==> src/cst_timer_map.vh <==
// Purpose: Timer constants: addresses, bit positions, codes.
// Assumes: Included by the timer design files by bare name.
// Notes: Definitions only.
`ifndef CST_TIMER_MAP_VH
`define CST_TIMER_MAP_VH

// Special function register addresses.
`define CST_ADDR_CONTROL 8'hc8
`define CST_ADDR_MODE 8'hc9
`define CST_ADDR_MODE_ONE 8'h93
`define CST_ADDR_LOWER_RELOAD 8'hca
`define CST_ADDR_UPPER_RELOAD 8'hcb
`define CST_ADDR_LOWER_COUNT 8'hcc
`define CST_ADDR_UPPER_COUNT 8'hcd

// Reset value of every register.
`define CST_RESET_BYTE 8'h00

// Control register bit positions.
`define CST_C_OVF_FLAG 7
`define CST_C_EXT_FLAG 6
`define CST_C_LOW_OVF_FLAG 5
`define CST_C_LOW_IRQ_EN 4
`define CST_C_FALL_EN 3
`define CST_C_RUN 2
`define CST_C_COUNTER_SEL 1
`define CST_C_CAP_RELOAD 0

// Mode register bit positions.
`define CST_M_SPLIT 7
`define CST_M_BIT6 6
`define CST_M_RISE_EN 5
`define CST_M_X12 4
`define CST_M_LOW_RUN 3
`define CST_M_LOW_AUTOCLR 2
`define CST_M_CLK_OUT_EN 1
`define CST_M_MODE_SEL0 0

// Mode register one bit positions.
`define CST_M1_LOW_CLK_SEL1 7
`define CST_M1_OVF_IGNORE 6
`define CST_M1_BIT6_FUNC 5
`define CST_M1_BANK_SEL 4
`define CST_M1_MODE_SEL1 3
`define CST_M1_CAP_SRC_HI 2

// Operating mode codes {mode_sel1, capture_reload_select, mode_sel0}.
`define CST_MODE_AR_INT 3'b000
`define CST_MODE_AR_EXT 3'b001
`define CST_MODE_CAPTURE 3'b010
`define CST_MODE_CAP_ZERO 3'b011
`define CST_MODE_PWM 3'b100
`define CST_MODE_DUTY 3'b110

// Timing: system clock divided by twelve for the slow tick.
`define CST_PRESCALE 8'd12

// Counter limits.
`define CST_BYTE_MAX 8'hff
`define CST_WORD_MAX 16'hffff

`endif

==> src/cst_sync_edge.v <==
// Purpose: Two-flop synchroniser with edge detection for a group of input lines.
// Assumes: One clock, asynchronous active-low reset.
// Notes: Edges compare the second flop with its previous sample.
`timescale 1ns/1ps
`default_nettype none
module cst_sync_edge #(
  parameter WIDTH = 2
) (
  input wire clk_i,
  input wire rstn_i,
  input wire [WIDTH-1:0] d_i,
  output wire [WIDTH-1:0] level_o,
  output wire [WIDTH-1:0] rise_o,
  output wire [WIDTH-1:0] fall_o
);
  genvar gi;
  generate
    for (gi = 0; gi < WIDTH; gi = gi + 1) begin : g_line
      reg meta;
      reg stable;
      reg prev;
      // The first flop feeds only the second; edges come from the settled pair.
      always @(posedge clk_i or negedge rstn_i) begin
        if (!rstn_i) begin
          meta <= 1'b0;
          stable <= 1'b0;
          prev <= 1'b0;
        end else begin
          meta <= d_i[gi];
          stable <= meta;
          prev <= stable;
        end
      end
      // Edge pulses last exactly one clock.
      assign level_o[gi] = stable;
      assign rise_o[gi] = stable & ~prev;
      assign fall_o[gi] = ~stable & prev;
    end
  endgenerate
endmodule
`default_nettype wire

==> src/cst_timer.v <==
// Purpose: 16-bit timer/counter with capture, duty capture, split 8-bit, PWM and clock-out.
// Assumes: Core reaches registers over a byte-wide special function register port.
// Notes: Software writes to a count byte win over hardware in the same cycle.
// Functional notes
// Auto-zero mode: strobe captures and clears counter.
// Duty mode: arm, start on first rising edge.
// Duty: second edge captures; flag if fall-enabled.
// Duty: third edge clears run bit, stops.
// Split: two 8-bit counters with own reloads.
// Split run gating; upper overflow clears low run.
// Split flags: upper and lower overflow flags.
// Flags only cleared by software.
// Split exports lower overflow event.
// Mode bit six shared by function select.
// Split variants apply modes to upper counter.
// PWM: upper period counter, lower compare buffer.
// PWM overflow sets flag, loads compare; gated.
// Whole clock-out toggles on overflow, reloads.
// Clock-out rollovers still set overflow flag.
// Split clock-out toggles on lower overflow.
// Software sets lower clock before split clock-out.
// Software start order for clock-out.
// External flag on enabled falling/rising edge.
// Power-down: external flag is level wake.
// Plain auto-reload mode: edge only sets flag.
// Three-bit clock source select, split code 011.
// Low overflow enable feeds shared interrupt.
// Lower counter clock from two select bits.
// Mode decode from three select bits.
// Synchronise and edge-detect external inputs.
`timescale 1ns/1ps
`default_nettype none
`include "cst_timer_map.vh"
module cst_timer #(
  parameter [7:0] PRESCALE = `CST_PRESCALE
) (
  input wire clk_i,
  input wire rstn_i,
  input wire [7:0] sfr_addr_i,
  input wire [7:0] sfr_wdata_i,
  input wire sfr_we_i,
  input wire sfr_re_i,
  output reg [7:0] sfr_rdata_o,
  input wire count_pin_i,
  input wire ext_trigger_input_i,
  input wire ext_int1_trigger_i,
  input wire serial1_rate_overflow_i,
  input wire timer0_overflow_i,
  input wire comparator1_event_i,
  input wire timer1_overflow_i,
  input wire power_down_i,
  input wire irq_enable_i,
  output wire [2:0] capture_src_sel_o,
  output wire timer_irq_o,
  output wire wake_o,
  output reg overflow_event_o,
  output reg low_overflow_event_o,
  output reg ext_event_strobe_o,
  output reg clock_out_pin_o
);
  localparam [1:0] D_ARM = 2'd0;
  localparam [1:0] D_FIRST = 2'd1;
  localparam [1:0] D_SECOND = 2'd2;

  // Control register fields.
  reg overflow_flag, external_flag, low_overflow_flag, low_overflow_irq_enable;
  reg fall_edge_enable, run_bit, counter_select, capture_reload_select;
  // Mode register fields; bit six has two backing bits.
  reg split_enable, low_clock_sel0, ext_input_invert, rise_edge_enable, clock_x12_select;
  reg low_run_bit, low_run_autoclear, clock_out_enable, mode_sel0;
  // Mode register one fields.
  reg low_clock_sel1, overflow_irq_ignore, bit6_function_select, clock_bank_select, mode_sel1;
  reg [2:0] cap_src;
  // Counter and reload bytes.
  reg [7:0] upper_count, lower_count, upper_reload, lower_reload;
  reg [7:0] pre_cnt;
  reg pre_tick;
  reg [1:0] duty_state;
  reg clk_toggle;

  // Picks one event line out of eight by a select code.
  function pick8;
    input [2:0] sel;
    input [7:0] lines;
    begin
      pick8 = lines[sel];
    end
  endfunction

  // Input synchroniser for the count pin and the external trigger.
  wire [1:0] in_lvl, in_rise, in_fall;
  cst_sync_edge #(.WIDTH(2)) u_sync (
    .clk_i(clk_i),
    .rstn_i(rstn_i),
    .d_i({ext_trigger_input_i, count_pin_i}),
    .level_o(),
    .rise_o(in_rise),
    .fall_o(in_fall)
  );

  // Inversion swaps the edge kinds rather than re-registering the line.
  wire ext_rise = ext_input_invert ? in_fall[1] : in_rise[1];
  wire ext_fall = ext_input_invert ? in_rise[1] : in_fall[1];
  wire ext_edge = ext_rise | ext_fall;

  // Mode decode.
  wire [2:0] mode = {mode_sel1, capture_reload_select, mode_sel0};
  wire duty = ~split_enable & (mode == `CST_MODE_DUTY);
  wire pwm = split_enable & (mode == `CST_MODE_PWM);
  wire ar_ext = (mode == `CST_MODE_AR_EXT);
  wire cap_any = (mode == `CST_MODE_CAPTURE) | (mode == `CST_MODE_CAP_ZERO);
  wire cap_zero = (mode == `CST_MODE_CAP_ZERO);

  // Enabled edges form the external event strobe; duty mode runs its own edge sequence.
  wire ext_hit = ~duty & ((ext_fall & fall_edge_enable) | (ext_rise & rise_edge_enable));

  // Lower counter runs from four sources.
  wire low_tick = pick8({1'b0, low_clock_sel1, low_clock_sel0},
                        {4'h0, ext_int1_trigger_i, serial1_rate_overflow_i, 1'b1, pre_tick});
  wire low_en = split_enable & low_run_bit & low_tick & ~pwm;
  wire low_of = low_en & (lower_count == `CST_BYTE_MAX);

  // Upper or whole counter source; code 011 becomes the lower overflow in split mode.
  wire code3_src = split_enable ? low_of : ext_int1_trigger_i;
  wire up_tick = pick8({clock_bank_select, clock_x12_select, counter_select},
                       {timer1_overflow_i, comparator1_event_i, timer0_overflow_i, serial1_rate_overflow_i,
                        code3_src, 1'b1, in_fall[0], pre_tick});

  // Duty edge sequence: arm, then count from the first rising edge.
  wire duty_start = duty & run_bit & (duty_state == D_ARM) & ext_rise;
  wire duty_cap = duty & run_bit & (duty_state == D_FIRST) & ext_edge;
  wire duty_stop = duty & run_bit & (duty_state == D_SECOND) & ext_edge;
  wire duty_counting = ~duty | (duty_state != D_ARM);

  // Whole counter events.
  wire whole_en = ~split_enable & run_bit & up_tick & duty_counting;
  wire whole_of = whole_en & ({upper_count, lower_count} == `CST_WORD_MAX);
  wire whole_reload = ~split_enable & ((whole_of & ~capture_reload_select) | (ext_hit & ar_ext));
  wire whole_zero = ~split_enable & ext_hit & cap_zero;
  wire whole_cap = (~split_enable & ext_hit & cap_any) | duty_cap;

  // Split upper counter events mirror the whole reload and capture modes on eight bits.
  wire up_en = split_enable & run_bit & up_tick;
  wire up_of = up_en & (upper_count == `CST_BYTE_MAX);
  wire up_reload = split_enable & ((up_of & ~capture_reload_select) | (ext_hit & ar_ext));
  wire up_zero = split_enable & ext_hit & cap_zero;
  wire up_cap = split_enable & ext_hit & cap_any;

  // Low run bit cleared by upper overflow or capture input when autoclear is set.
  wire low_run_clear = split_enable & low_run_autoclear & (up_of | (ext_hit & cap_any));

  // Flag set sources; these never clear anything on their own.
  wire set_ovf = whole_of | up_of;
  wire set_ext = ext_hit | (duty_cap & fall_edge_enable);
  wire set_low = low_of;

  // Clock-out toggle source picks the lower counter in split mode.
  wire toggle_ev = split_enable ? low_of : whole_of;
  wire pwm_level = (upper_count >= lower_count);

  // Register write strobes.
  wire wr_ctrl = sfr_we_i & (sfr_addr_i == `CST_ADDR_CONTROL);
  wire wr_mode = sfr_we_i & (sfr_addr_i == `CST_ADDR_MODE);
  wire wr_mode1 = sfr_we_i & (sfr_addr_i == `CST_ADDR_MODE_ONE);
  wire wr_uc = sfr_we_i & (sfr_addr_i == `CST_ADDR_UPPER_COUNT);
  wire wr_lc = sfr_we_i & (sfr_addr_i == `CST_ADDR_LOWER_COUNT);
  wire wr_ur = sfr_we_i & (sfr_addr_i == `CST_ADDR_UPPER_RELOAD);
  wire wr_lr = sfr_we_i & (sfr_addr_i == `CST_ADDR_LOWER_RELOAD);

  // Divide-by-twelve tick for the slow clock sources.
  always @(posedge clk_i or negedge rstn_i) begin
    if (!rstn_i) begin
      pre_cnt <= 8'h00;
      pre_tick <= 1'b0;
    end else if (pre_cnt == PRESCALE - 8'h01) begin
      pre_cnt <= 8'h00;
      pre_tick <= 1'b1;
    end else begin
      pre_cnt <= pre_cnt + 8'h01;
      pre_tick <= 1'b0;
    end
  end

  // Configuration registers; a hardware set wins over a software clear in the same cycle.
  always @(posedge clk_i or negedge rstn_i) begin
    if (!rstn_i) begin
      {overflow_flag, external_flag, low_overflow_flag, low_overflow_irq_enable} <= 4'h0;
      {fall_edge_enable, run_bit, counter_select, capture_reload_select} <= 4'h0;
      {split_enable, low_clock_sel0, ext_input_invert, rise_edge_enable, clock_x12_select} <= 5'h00;
      {low_run_bit, low_run_autoclear, clock_out_enable, mode_sel0} <= 4'h0;
      {low_clock_sel1, overflow_irq_ignore, bit6_function_select, clock_bank_select, mode_sel1} <= 5'h00;
      cap_src <= 3'h0;
    end else begin
      overflow_flag <= (wr_ctrl ? sfr_wdata_i[`CST_C_OVF_FLAG] : overflow_flag) | set_ovf;
      external_flag <= (wr_ctrl ? sfr_wdata_i[`CST_C_EXT_FLAG] : external_flag) | set_ext;
      low_overflow_flag <= (wr_ctrl ? sfr_wdata_i[`CST_C_LOW_OVF_FLAG] : low_overflow_flag) | set_low;
      if (wr_ctrl) begin
        low_overflow_irq_enable <= sfr_wdata_i[`CST_C_LOW_IRQ_EN];
        fall_edge_enable <= sfr_wdata_i[`CST_C_FALL_EN];
        run_bit <= sfr_wdata_i[`CST_C_RUN];
        counter_select <= sfr_wdata_i[`CST_C_COUNTER_SEL];
        capture_reload_select <= sfr_wdata_i[`CST_C_CAP_RELOAD];
      end else if (duty_stop) begin
        run_bit <= 1'b0;
      end
      if (wr_mode) begin
        split_enable <= sfr_wdata_i[`CST_M_SPLIT];
        if (bit6_function_select) begin
          ext_input_invert <= sfr_wdata_i[`CST_M_BIT6];
        end else begin
          low_clock_sel0 <= sfr_wdata_i[`CST_M_BIT6];
        end
        rise_edge_enable <= sfr_wdata_i[`CST_M_RISE_EN];
        clock_x12_select <= sfr_wdata_i[`CST_M_X12];
        low_run_bit <= sfr_wdata_i[`CST_M_LOW_RUN];
        low_run_autoclear <= sfr_wdata_i[`CST_M_LOW_AUTOCLR];
        clock_out_enable <= sfr_wdata_i[`CST_M_CLK_OUT_EN];
        mode_sel0 <= sfr_wdata_i[`CST_M_MODE_SEL0];
      end else if (low_run_clear) begin
        low_run_bit <= 1'b0;
      end
      if (wr_mode1) begin
        low_clock_sel1 <= sfr_wdata_i[`CST_M1_LOW_CLK_SEL1];
        overflow_irq_ignore <= sfr_wdata_i[`CST_M1_OVF_IGNORE];
        bit6_function_select <= sfr_wdata_i[`CST_M1_BIT6_FUNC];
        clock_bank_select <= sfr_wdata_i[`CST_M1_BANK_SEL];
        mode_sel1 <= sfr_wdata_i[`CST_M1_MODE_SEL1];
        cap_src <= sfr_wdata_i[`CST_M1_CAP_SRC_HI:0];
      end
    end
  end

  // Duty capture sequencer; leaving duty mode or stopping re-arms it.
  always @(posedge clk_i or negedge rstn_i) begin
    if (!rstn_i) begin
      duty_state <= D_ARM;
    end else if (!duty || !run_bit) begin
      duty_state <= D_ARM;
    end else begin
      case (duty_state)
        D_ARM: begin
          if (duty_start) begin
            duty_state <= D_FIRST;
          end
        end
        D_FIRST: begin
          if (duty_cap) begin
            duty_state <= D_SECOND;
          end
        end
        D_SECOND: begin
          if (duty_stop) begin
            duty_state <= D_ARM;
          end
        end
        default: begin
          duty_state <= D_ARM;
        end
      endcase
    end
  end

  // Counters and reload bytes; later assignments take priority.
  always @(posedge clk_i or negedge rstn_i) begin
    if (!rstn_i) begin
      upper_count <= `CST_RESET_BYTE;
      lower_count <= `CST_RESET_BYTE;
      upper_reload <= `CST_RESET_BYTE;
      lower_reload <= `CST_RESET_BYTE;
    end else begin
      if (wr_ur) begin
        upper_reload <= sfr_wdata_i;
      end
      if (wr_lr) begin
        lower_reload <= sfr_wdata_i;
      end
      // Capture overrides a same-cycle software write so the event is kept.
      if (whole_cap) begin
        upper_reload <= upper_count;
        lower_reload <= lower_count;
      end else if (up_cap) begin
        upper_reload <= upper_count;
      end
      if (whole_zero) begin
        {upper_count, lower_count} <= 16'h0000;
      end else if (whole_reload) begin
        {upper_count, lower_count} <= {upper_reload, lower_reload};
      end else if (whole_en) begin
        {upper_count, lower_count} <= {upper_count, lower_count} + 16'h0001;
      end
      if (up_zero) begin
        upper_count <= 8'h00;
      end else if (up_reload) begin
        upper_count <= upper_reload;
      end else if (up_en) begin
        upper_count <= upper_count + 8'h01;
      end
      if (pwm && up_of) begin
        lower_count <= lower_reload;
      end else if (low_of) begin
        lower_count <= lower_reload;
      end else if (low_en) begin
        lower_count <= lower_count + 8'h01;
      end
      if (wr_uc) begin
        upper_count <= sfr_wdata_i;
      end
      if (wr_lc) begin
        lower_count <= sfr_wdata_i;
      end
    end
  end

  // Clock-out pin, exported events and registered read data.
  always @(posedge clk_i or negedge rstn_i) begin
    if (!rstn_i) begin
      clk_toggle <= 1'b0;
      clock_out_pin_o <= 1'b0;
      overflow_event_o <= 1'b0;
      low_overflow_event_o <= 1'b0;
      ext_event_strobe_o <= 1'b0;
      sfr_rdata_o <= 8'h00;
    end else begin
      if (!clock_out_enable || capture_reload_select) begin
        clk_toggle <= 1'b0;
      end else if (toggle_ev) begin
        clk_toggle <= ~clk_toggle;
      end
      clock_out_pin_o <= clock_out_enable & (pwm ? pwm_level : clk_toggle);
      overflow_event_o <= split_enable ? low_of : whole_of;
      low_overflow_event_o <= low_of;
      ext_event_strobe_o <= ext_hit;
      if (!sfr_re_i) begin
        sfr_rdata_o <= 8'h00;
      end else if (sfr_addr_i == `CST_ADDR_CONTROL) begin
        sfr_rdata_o <= {overflow_flag, external_flag, low_overflow_flag, low_overflow_irq_enable,
                        fall_edge_enable, run_bit, counter_select, capture_reload_select};
      end else if (sfr_addr_i == `CST_ADDR_MODE) begin
        sfr_rdata_o <= {split_enable, (bit6_function_select ? ext_input_invert : low_clock_sel0),
                        rise_edge_enable, clock_x12_select, low_run_bit, low_run_autoclear,
                        clock_out_enable, mode_sel0};
      end else if (sfr_addr_i == `CST_ADDR_MODE_ONE) begin
        sfr_rdata_o <= {low_clock_sel1, overflow_irq_ignore, bit6_function_select, clock_bank_select,
                        mode_sel1, cap_src};
      end else if (sfr_addr_i == `CST_ADDR_UPPER_COUNT) begin
        sfr_rdata_o <= upper_count;
      end else if (sfr_addr_i == `CST_ADDR_LOWER_COUNT) begin
        sfr_rdata_o <= lower_count;
      end else if (sfr_addr_i == `CST_ADDR_UPPER_RELOAD) begin
        sfr_rdata_o <= upper_reload;
      end else if (sfr_addr_i == `CST_ADDR_LOWER_RELOAD) begin
        sfr_rdata_o <= lower_reload;
      end else begin
        sfr_rdata_o <= 8'h00;
      end
    end
  end

  // Shared timer request; the ignore bit masks only the overflow flag.
  assign timer_irq_o = irq_enable_i & ((overflow_flag & ~overflow_irq_ignore) | external_flag |
                                       (low_overflow_flag & low_overflow_irq_enable));
  // In power-down the external flag acts as a held level, so it wakes the core until cleared.
  assign wake_o = power_down_i & irq_enable_i & external_flag;
  assign capture_src_sel_o = cap_src;
endmodule
`default_nettype wire

==> config.mk <==
export PLATFORM = sky130hd
export DESIGN_NAME = cst_timer
export DESIGN_NICKNAME = d
export VERILOG_FILES = /design/src/cst_sync_edge.v /design/src/cst_timer.v
export VERILOG_INCLUDE_DIRS = /design/src
export SDC_FILE = /design/constraint.sdc
export NUM_CORES = 1
export LEC_CHECK = 0
export ABC_CLOCK_PERIOD_IN_PS = 2900
export BUFFER_PORTS_ARGS = -buffer_cell sky130_fd_sc_hd__buf_2
export CAP_MARGIN = 40
export CORE_AREA = 5 5 128 130
export DETAILED_ROUTE_END_ITERATION = 16
export DIE_AREA = 0 0 133 135
export PLACE_DENSITY = 0.6
export REMOVE_ABC_BUFFERS = 1
export SYNTH_ARGS = -nofsm -noshare
export SYNTH_HDL_FRONTEND = slang
export SYNTH_HIERARCHICAL = 1
export SYNTH_SLANG_ARGS = --single-unit
==> constraint.sdc <==
create_clock -name clk_i -period 2.9 [get_ports clk_i]
set_input_delay 0.58 -clock clk_i [delete_from_list [all_inputs] [get_ports clk_i]]
set_output_delay 0.58 -clock clk_i [all_outputs]
set_load 0.05 [all_outputs]
**After elaboration in Yosys (flattened, before gate mapping)**

Index checks and enable logic that the tools add are counted.

- Bits in latches: 0
- RAM bits: 0
- Output and inout port bits: 17
- Logic and storage cells: 220
- Register bits: 87
- Memories: 0
- ROM bits: 0

- Mux-type cells: 53
- Multipliers: 0
- Eq/ne operators: 21
- Bitwise logic cells: 79
- Order comparisons: 3
- Div/mod/pow operators: 0
- Reductions and logical operators: 18
- Shift-type cells: 0
- Add/subtract/negate cells: 4

Operators by type and width:

| kind | count |
|---|---|
| 8-bit 2-to-1 mux | 28 |
| 8-bit equality test (second input constant) | 9 |
| 1-bit bitwise AND | 54 |
| 8-bit by 1-bit adder with 8-bit output (second input constant) | 3 |
| 1-bit 2-to-1 mux | 18 |
| 16-bit by 1-bit adder with 16-bit output (second input constant) | 1 |
| 16-bit equality test (second input constant) | 1 |
| 1-bit OR | 15 |
| 7-bit nonzero test | 2 |
| 1-bit NOT | 10 |
| 2-bit nonzero test | 5 |
| 3-bit by 2-bit inequality test with 1-bit output (second input constant) | 3 |
| 8-bit by 4-bit equality test with 1-bit output (second input constant) | 1 |
| 8-bit >= comparator | 1 |
| 2-bit 2-to-1 mux | 4 |
| 3-bit by 2-bit equality test with 1-bit output (second input constant) | 2 |
| 3-bit equality test (second input constant) | 2 |
| 2-bit case mux with 3 select lines | 1 |
| 2-bit by 4-bit less-than comparator with 1-bit output (second input constant) | 1 |
| 3-bit by 4-bit less-than comparator with 1-bit output (second input constant) | 1 |
| 2-bit AND reduction | 2 |
| 1-bit binary-select mux with 3-bit select | 1 |
| 3-bit by 1-bit equality test with 1-bit output (second input constant) | 1 |
| 1-bit logical NOT | 3 |
| other kinds (8) | 9 |

**Depth between registers and ports, before layout**

- Word-level depth: 20
- Mapped depth: 10
- Depth with buffers taken out: 10

**Modules after synthesis**

Netlist, hierarchy kept.

Modules (own cells, without submodules):

| module | cells each | area an instance (µm²) | times used |
|---|---|---|---|
| cst_timer | 505 | 4939.7 | 1 |
| cst_sync_edge | 12 | 200.2 | 1 |

**Worst setup path after synthesis**

No wires, ideal clock.

- Path type: input to register
- From: in sfr_addr_i[4]
- To: reg upper_count[7]
- Path buffers: 1
- Slack: 0.566 ns
- Setup time: 0.141 ns
- Stages on the path: 9
- Arrival: 2.193 ns
- Path through: and4bb_1 nand3_1 nor3b_2 and2_1 a31oi_1 and3_1 buf_2 o21ai_1 o311ai_2

- Cells in the longest elaborated chain, start to end: 3
- Elaborated cells on any way between the ends: 4
- Those cells by class: eq/ne (1); mux (1); bitwise (1); reduce/logical (1)

Ends and longest elaborated chain:

| item | line | text |
|---|---|---|
| start: declaration | cst_timer.v:39 | `input wire [7:0] sfr_addr_i,` |
| 8-bit equality test (no source line) * | -- |  |
| 1-bit bitwise AND * | cst_timer.v:165 | `` wire wr_uc = sfr_we_i & (sfr_addr_i == `CST_ADDR_UPPER_COUNT); `` |
| 7-bit nonzero test (no source line) / 8-bit 2-to-1 mux (equally long branches) | -- |  |
| end signal: assignment | cst_timer.v:266 | `` upper_count <= `CST_RESET_BYTE; `` |
| end signal: assignment | cst_timer.v:287 | `{upper_count, lower_count} <= {upper_reload, lower_reload};` |
| end signal: assignment | cst_timer.v:289 | `{upper_count, lower_count} <= {upper_count, lower_count} + 16'h0001;` |
| end: declaration | cst_timer.v:75 | `reg [7:0] upper_count, lower_count, upper_reload, lower_reload;` |

Every way passes the cells marked *; elsewhere a longest branch is shown, timed or not.
A chain may end at the register's enable or synchronous reset.

**Final worst setup path**

- From: reg lower_count[0]
- To: reg lower_count[4]

- Cells in the longest elaborated chain, start to end: 17
- Elaborated cells on any way between the ends: 25
- Those cells by class: add/sub (2); eq/ne (2); mux (10); bitwise (9); reduce/logical (2)

Ends and longest elaborated chain:

| item | line | text |
|---|---|---|
| start: declaration | cst_timer.v:75 |  |
| start signal: assignment | cst_timer.v:267 | `` lower_count <= `CST_RESET_BYTE; `` |
| start signal: assignment | cst_timer.v:287 |  |
| start signal: assignment | cst_timer.v:289 |  |
| 8-bit equality test (no source line) | -- |  |
| 1-bit bitwise AND | cst_timer.v:121 | `` wire low_of = low_en & (lower_count == `CST_BYTE_MAX); `` |
| 1-bit 2-to-1 mux | cst_timer.v:124 | `wire code3_src = split_enable ? low_of : ext_int1_trigger_i;` |
| 1-bit binary-select mux with 3-bit select | cst_timer.v:86 | `pick8 = lines[sel];` |
| 1-bit 2-to-1 mux (implied by the code) | cst_timer.v:86 |  |
| 1-bit bitwise AND (2 in a row) | cst_timer.v:136 | `wire whole_en = ~split_enable & run_bit & up_tick & duty_counting;` |
| 1-bit bitwise AND | cst_timer.v:137 | `` wire whole_of = whole_en & ({upper_count, lower_count} == `CST_WORD_MAX); `` |
| 1-bit bitwise AND | cst_timer.v:138 | `wire whole_reload = ~split_enable & ((whole_of & ~capture_reload_select) \| (ext_hit & ar_ext));` |
| 1-bit OR | cst_timer.v:138 |  |
| 1-bit bitwise AND | cst_timer.v:138 |  |
| 8-bit 2-to-1 mux | cst_timer.v:286 | `end else if (whole_reload) begin` |
| 8-bit 2-to-1 mux | cst_timer.v:284 | `if (whole_zero) begin` |
| 8-bit 2-to-1 mux | cst_timer.v:302 | `end else if (low_en) begin` |
| 8-bit 2-to-1 mux | cst_timer.v:300 | `end else if (low_of) begin` |
| 8-bit 2-to-1 mux | cst_timer.v:298 | `if (pwm && up_of) begin` |
| 8-bit 2-to-1 mux | cst_timer.v:308 | `if (wr_lc) begin` |

Several ways; a longest one is shown, not always the timed one. The select of a mux whose other input is x is not followed.

==> reports/results.ini <==
[run_status]
outcome = complete, no violations

[die]
die_y_um = 135
dieWidth_um = 133
num_io_pins = 46
core_area_um2 = 15000
start_util_pct = 34.0
num_rows = 45
die_area_um2 = 18000

[setup_path]
worstPathArrival_ns = 2.87
cp_num_buf_inv = 0
crit_slowest_cell = o31ai_1
crit_path_start_kind = register
required_ns = 3.12
cp_top_family = compound AO/OA/AOI/OAI gates
cp_slowest_stage_delay_ns = 0.45
cp_max_fo = 7
crit_path_end_kind = register
critPathKind = reg2reg
crit_chain = ha_1 -> nand4_1 -> nor2_1 -> a31oi_1 -> o31ai_1 -> nor2_1 -> a221oi_1 -> o31ai_1

[clock_network]
cts_setup_buffers = 0
clkSinkCount = 87
clockBufferDepth = 2
root_buffer = clkbuf_16
cts_tree = built
cts.repair.resized = 0
numCtsBuffers = 9
path_clk_slew_ns = 0.06
postCtsHoldBufs = 0
h-tree-depth = 3
insertion_delay_ns = 0.35

[power]
power.density_nw_per_um2 = 582
p_leak_nw = 2.65
peakVddDrop_mv = 0.328
pwr-share-clk_pct = 33.4
switchingPower_mw = 1.14
totalPowerFinal_mw = 3.51
switching_share_pct = 32.5
power_frac_seq_pct = 42.9
combPwrFrac_pct = 23.7
p_int_mw = 2.37

[logic_synthesis]
synthCells = 514
synth_warnings = 6
avgSynthCellArea_um2 = 9.95
synthesis.area_um2 = 5120

[place]
dpl_cell_area_um2 = 5740
place_hpwl_um = 12300
io_buffers = 45
gp_congestion = 0.939

[sta]
setup-tns-final_ns = 0
maxSlewViolCount = 0
clock_skew_ns = 0.00573
setup_viol = 0
final_hold_viol_count = 0
min_period_ns = 2.65
fmax_ghz = 0.378
period_share_pct = 91.3
slew_headroom_pct = 51.9
worst_slew_pin_slew_ns = 0.714
rsz0062_at_grt = no

[global_routing]
antenna_found_initial = 0
grt_usage_pct = 18.7
grt_pass1_vias = 4395
overflow = 0
grt_max_degree = 54
grt_first_pass_wirelength_um = 25800

[routing]
drtAntennaViolNets = 0
first_iter_violations = 468
drt-pass1-iter-count = 5
wl_per_cell_um = 21.0
route.vias.total = 4444
viasPerCell = 5.73
drc = 0
wirelength_um = 16300

[finish]
final_util_pct = 40.1
layout_common_cells = dfrtp_1, nand2_1, buf_2
mostFrequentLayoutCell = dfrtp_1
drive_gt1_share_pct = 23.9
nets = 622
finalInstanceArea_um2 = 6030
antenna_cells = 0
area_growth_pct = 17.9

[worst_hold_path]
hold_path_class = in2async

[run]
cap_violations = 0

cell type report:
| cell class | instances | area [µm²] |
|---|---|---|
| Sequential cell | 87 | 2180 |
| Inverter | 16 | 60.1 |
| Clock buffer | 10 | 229 |
| Fill cell | 1433 | 9000 |
| Multi-Input combinational cell | 390 | 2780 |
| Timing Repair Buffer | 78 | 488 |
| Tap cell | 188 | 235 |
| Clock inverter | 6 | 67.6 |
stage by stage:
| stage | instances | hold WS, ns | setup WS (ns) |
|---|---|---|---|
| after CTS | 775 | 0.292 | 0.244 |
| after floorplan | 493 | 0.284 | 0.157 |
| final | 775 | 0.275 | 0.252 |
| after detailed placement | 759 | 0.339 | 0.254 |
| after global placement | 759 | 0.337 | 0.280 |
| after global routing | 775 | 0.328 | 0.0348 |
metal layers:
| layer | global-route usage (%) | routed length [µm] | up-vias |
|---|---|---|---|
| met5 | 0 | 0 | - |
| li1 | - | - | 2067 |
| met1 | 25.9 | 7300 | 2180 |
| met2 | 30.1 | 7780 | 180 |
| met3 | 3.35 | 975 | 17 |
| met4 | 4.91 | 244 | 0 |
worst register-to-register path: stages, from the launching register on:
cell      delay, ns
dfrtp_1        0.35
ha_1           0.23
nand4_1        0.22
nor2_1         0.38
a31oi_1        0.17
o31ai_1        0.45
nor2_1         0.24
a221oi_1       0.37
o31ai_1        0.11
flip-flops by register name, summed over array words and instances (netlist names), 2 cells and up:
signal,count
u_sync/g_line.stable,2
upper_count,8
lower_reload,8
duty_state,2
u_sync/g_line.meta,2
pre_cnt,8
upper_reload,8
sfr_rdata_o,8
u_sync/g_line.prev,2
capture_src_sel_o,3
lower_count,8
final timing paths:
kind / slack, ns / from / end / cells past startpoint
min in group clk_i: 0.34 / count_pin_i / u_sync/g_line[0].meta / 1
worst max register to register: 0.25 / lower_count[0] / lower_count[4] / 8
worst min register to register: 0.35 / u_sync/g_line[1].meta / u_sync/g_line[1].stable / 0
worst min-delay path: 0.28 / rstn_i / capture_src_sel_o[1] / 1
max in group asynchronous: 1.99 / rstn_i / low_overflow_event_o / 2
worst max-delay path: 0.25 / lower_count[0] / lower_count[4] / 8
power by group through the flow:
stage	sequential, mW	clock, mW	combinational (mW)
4_1_cts	1.50	1.20	0.830
2_1_floorplan	1.52	0	0.404
3_3_place_gp	1.52	0	0.815
3_5_place_dp	1.52	0	0.826
5_1_grt	1.52	1.25	0.917
6_report	1.51	1.17	0.833
Note: power is estimated with default switching activity, not from simulation.
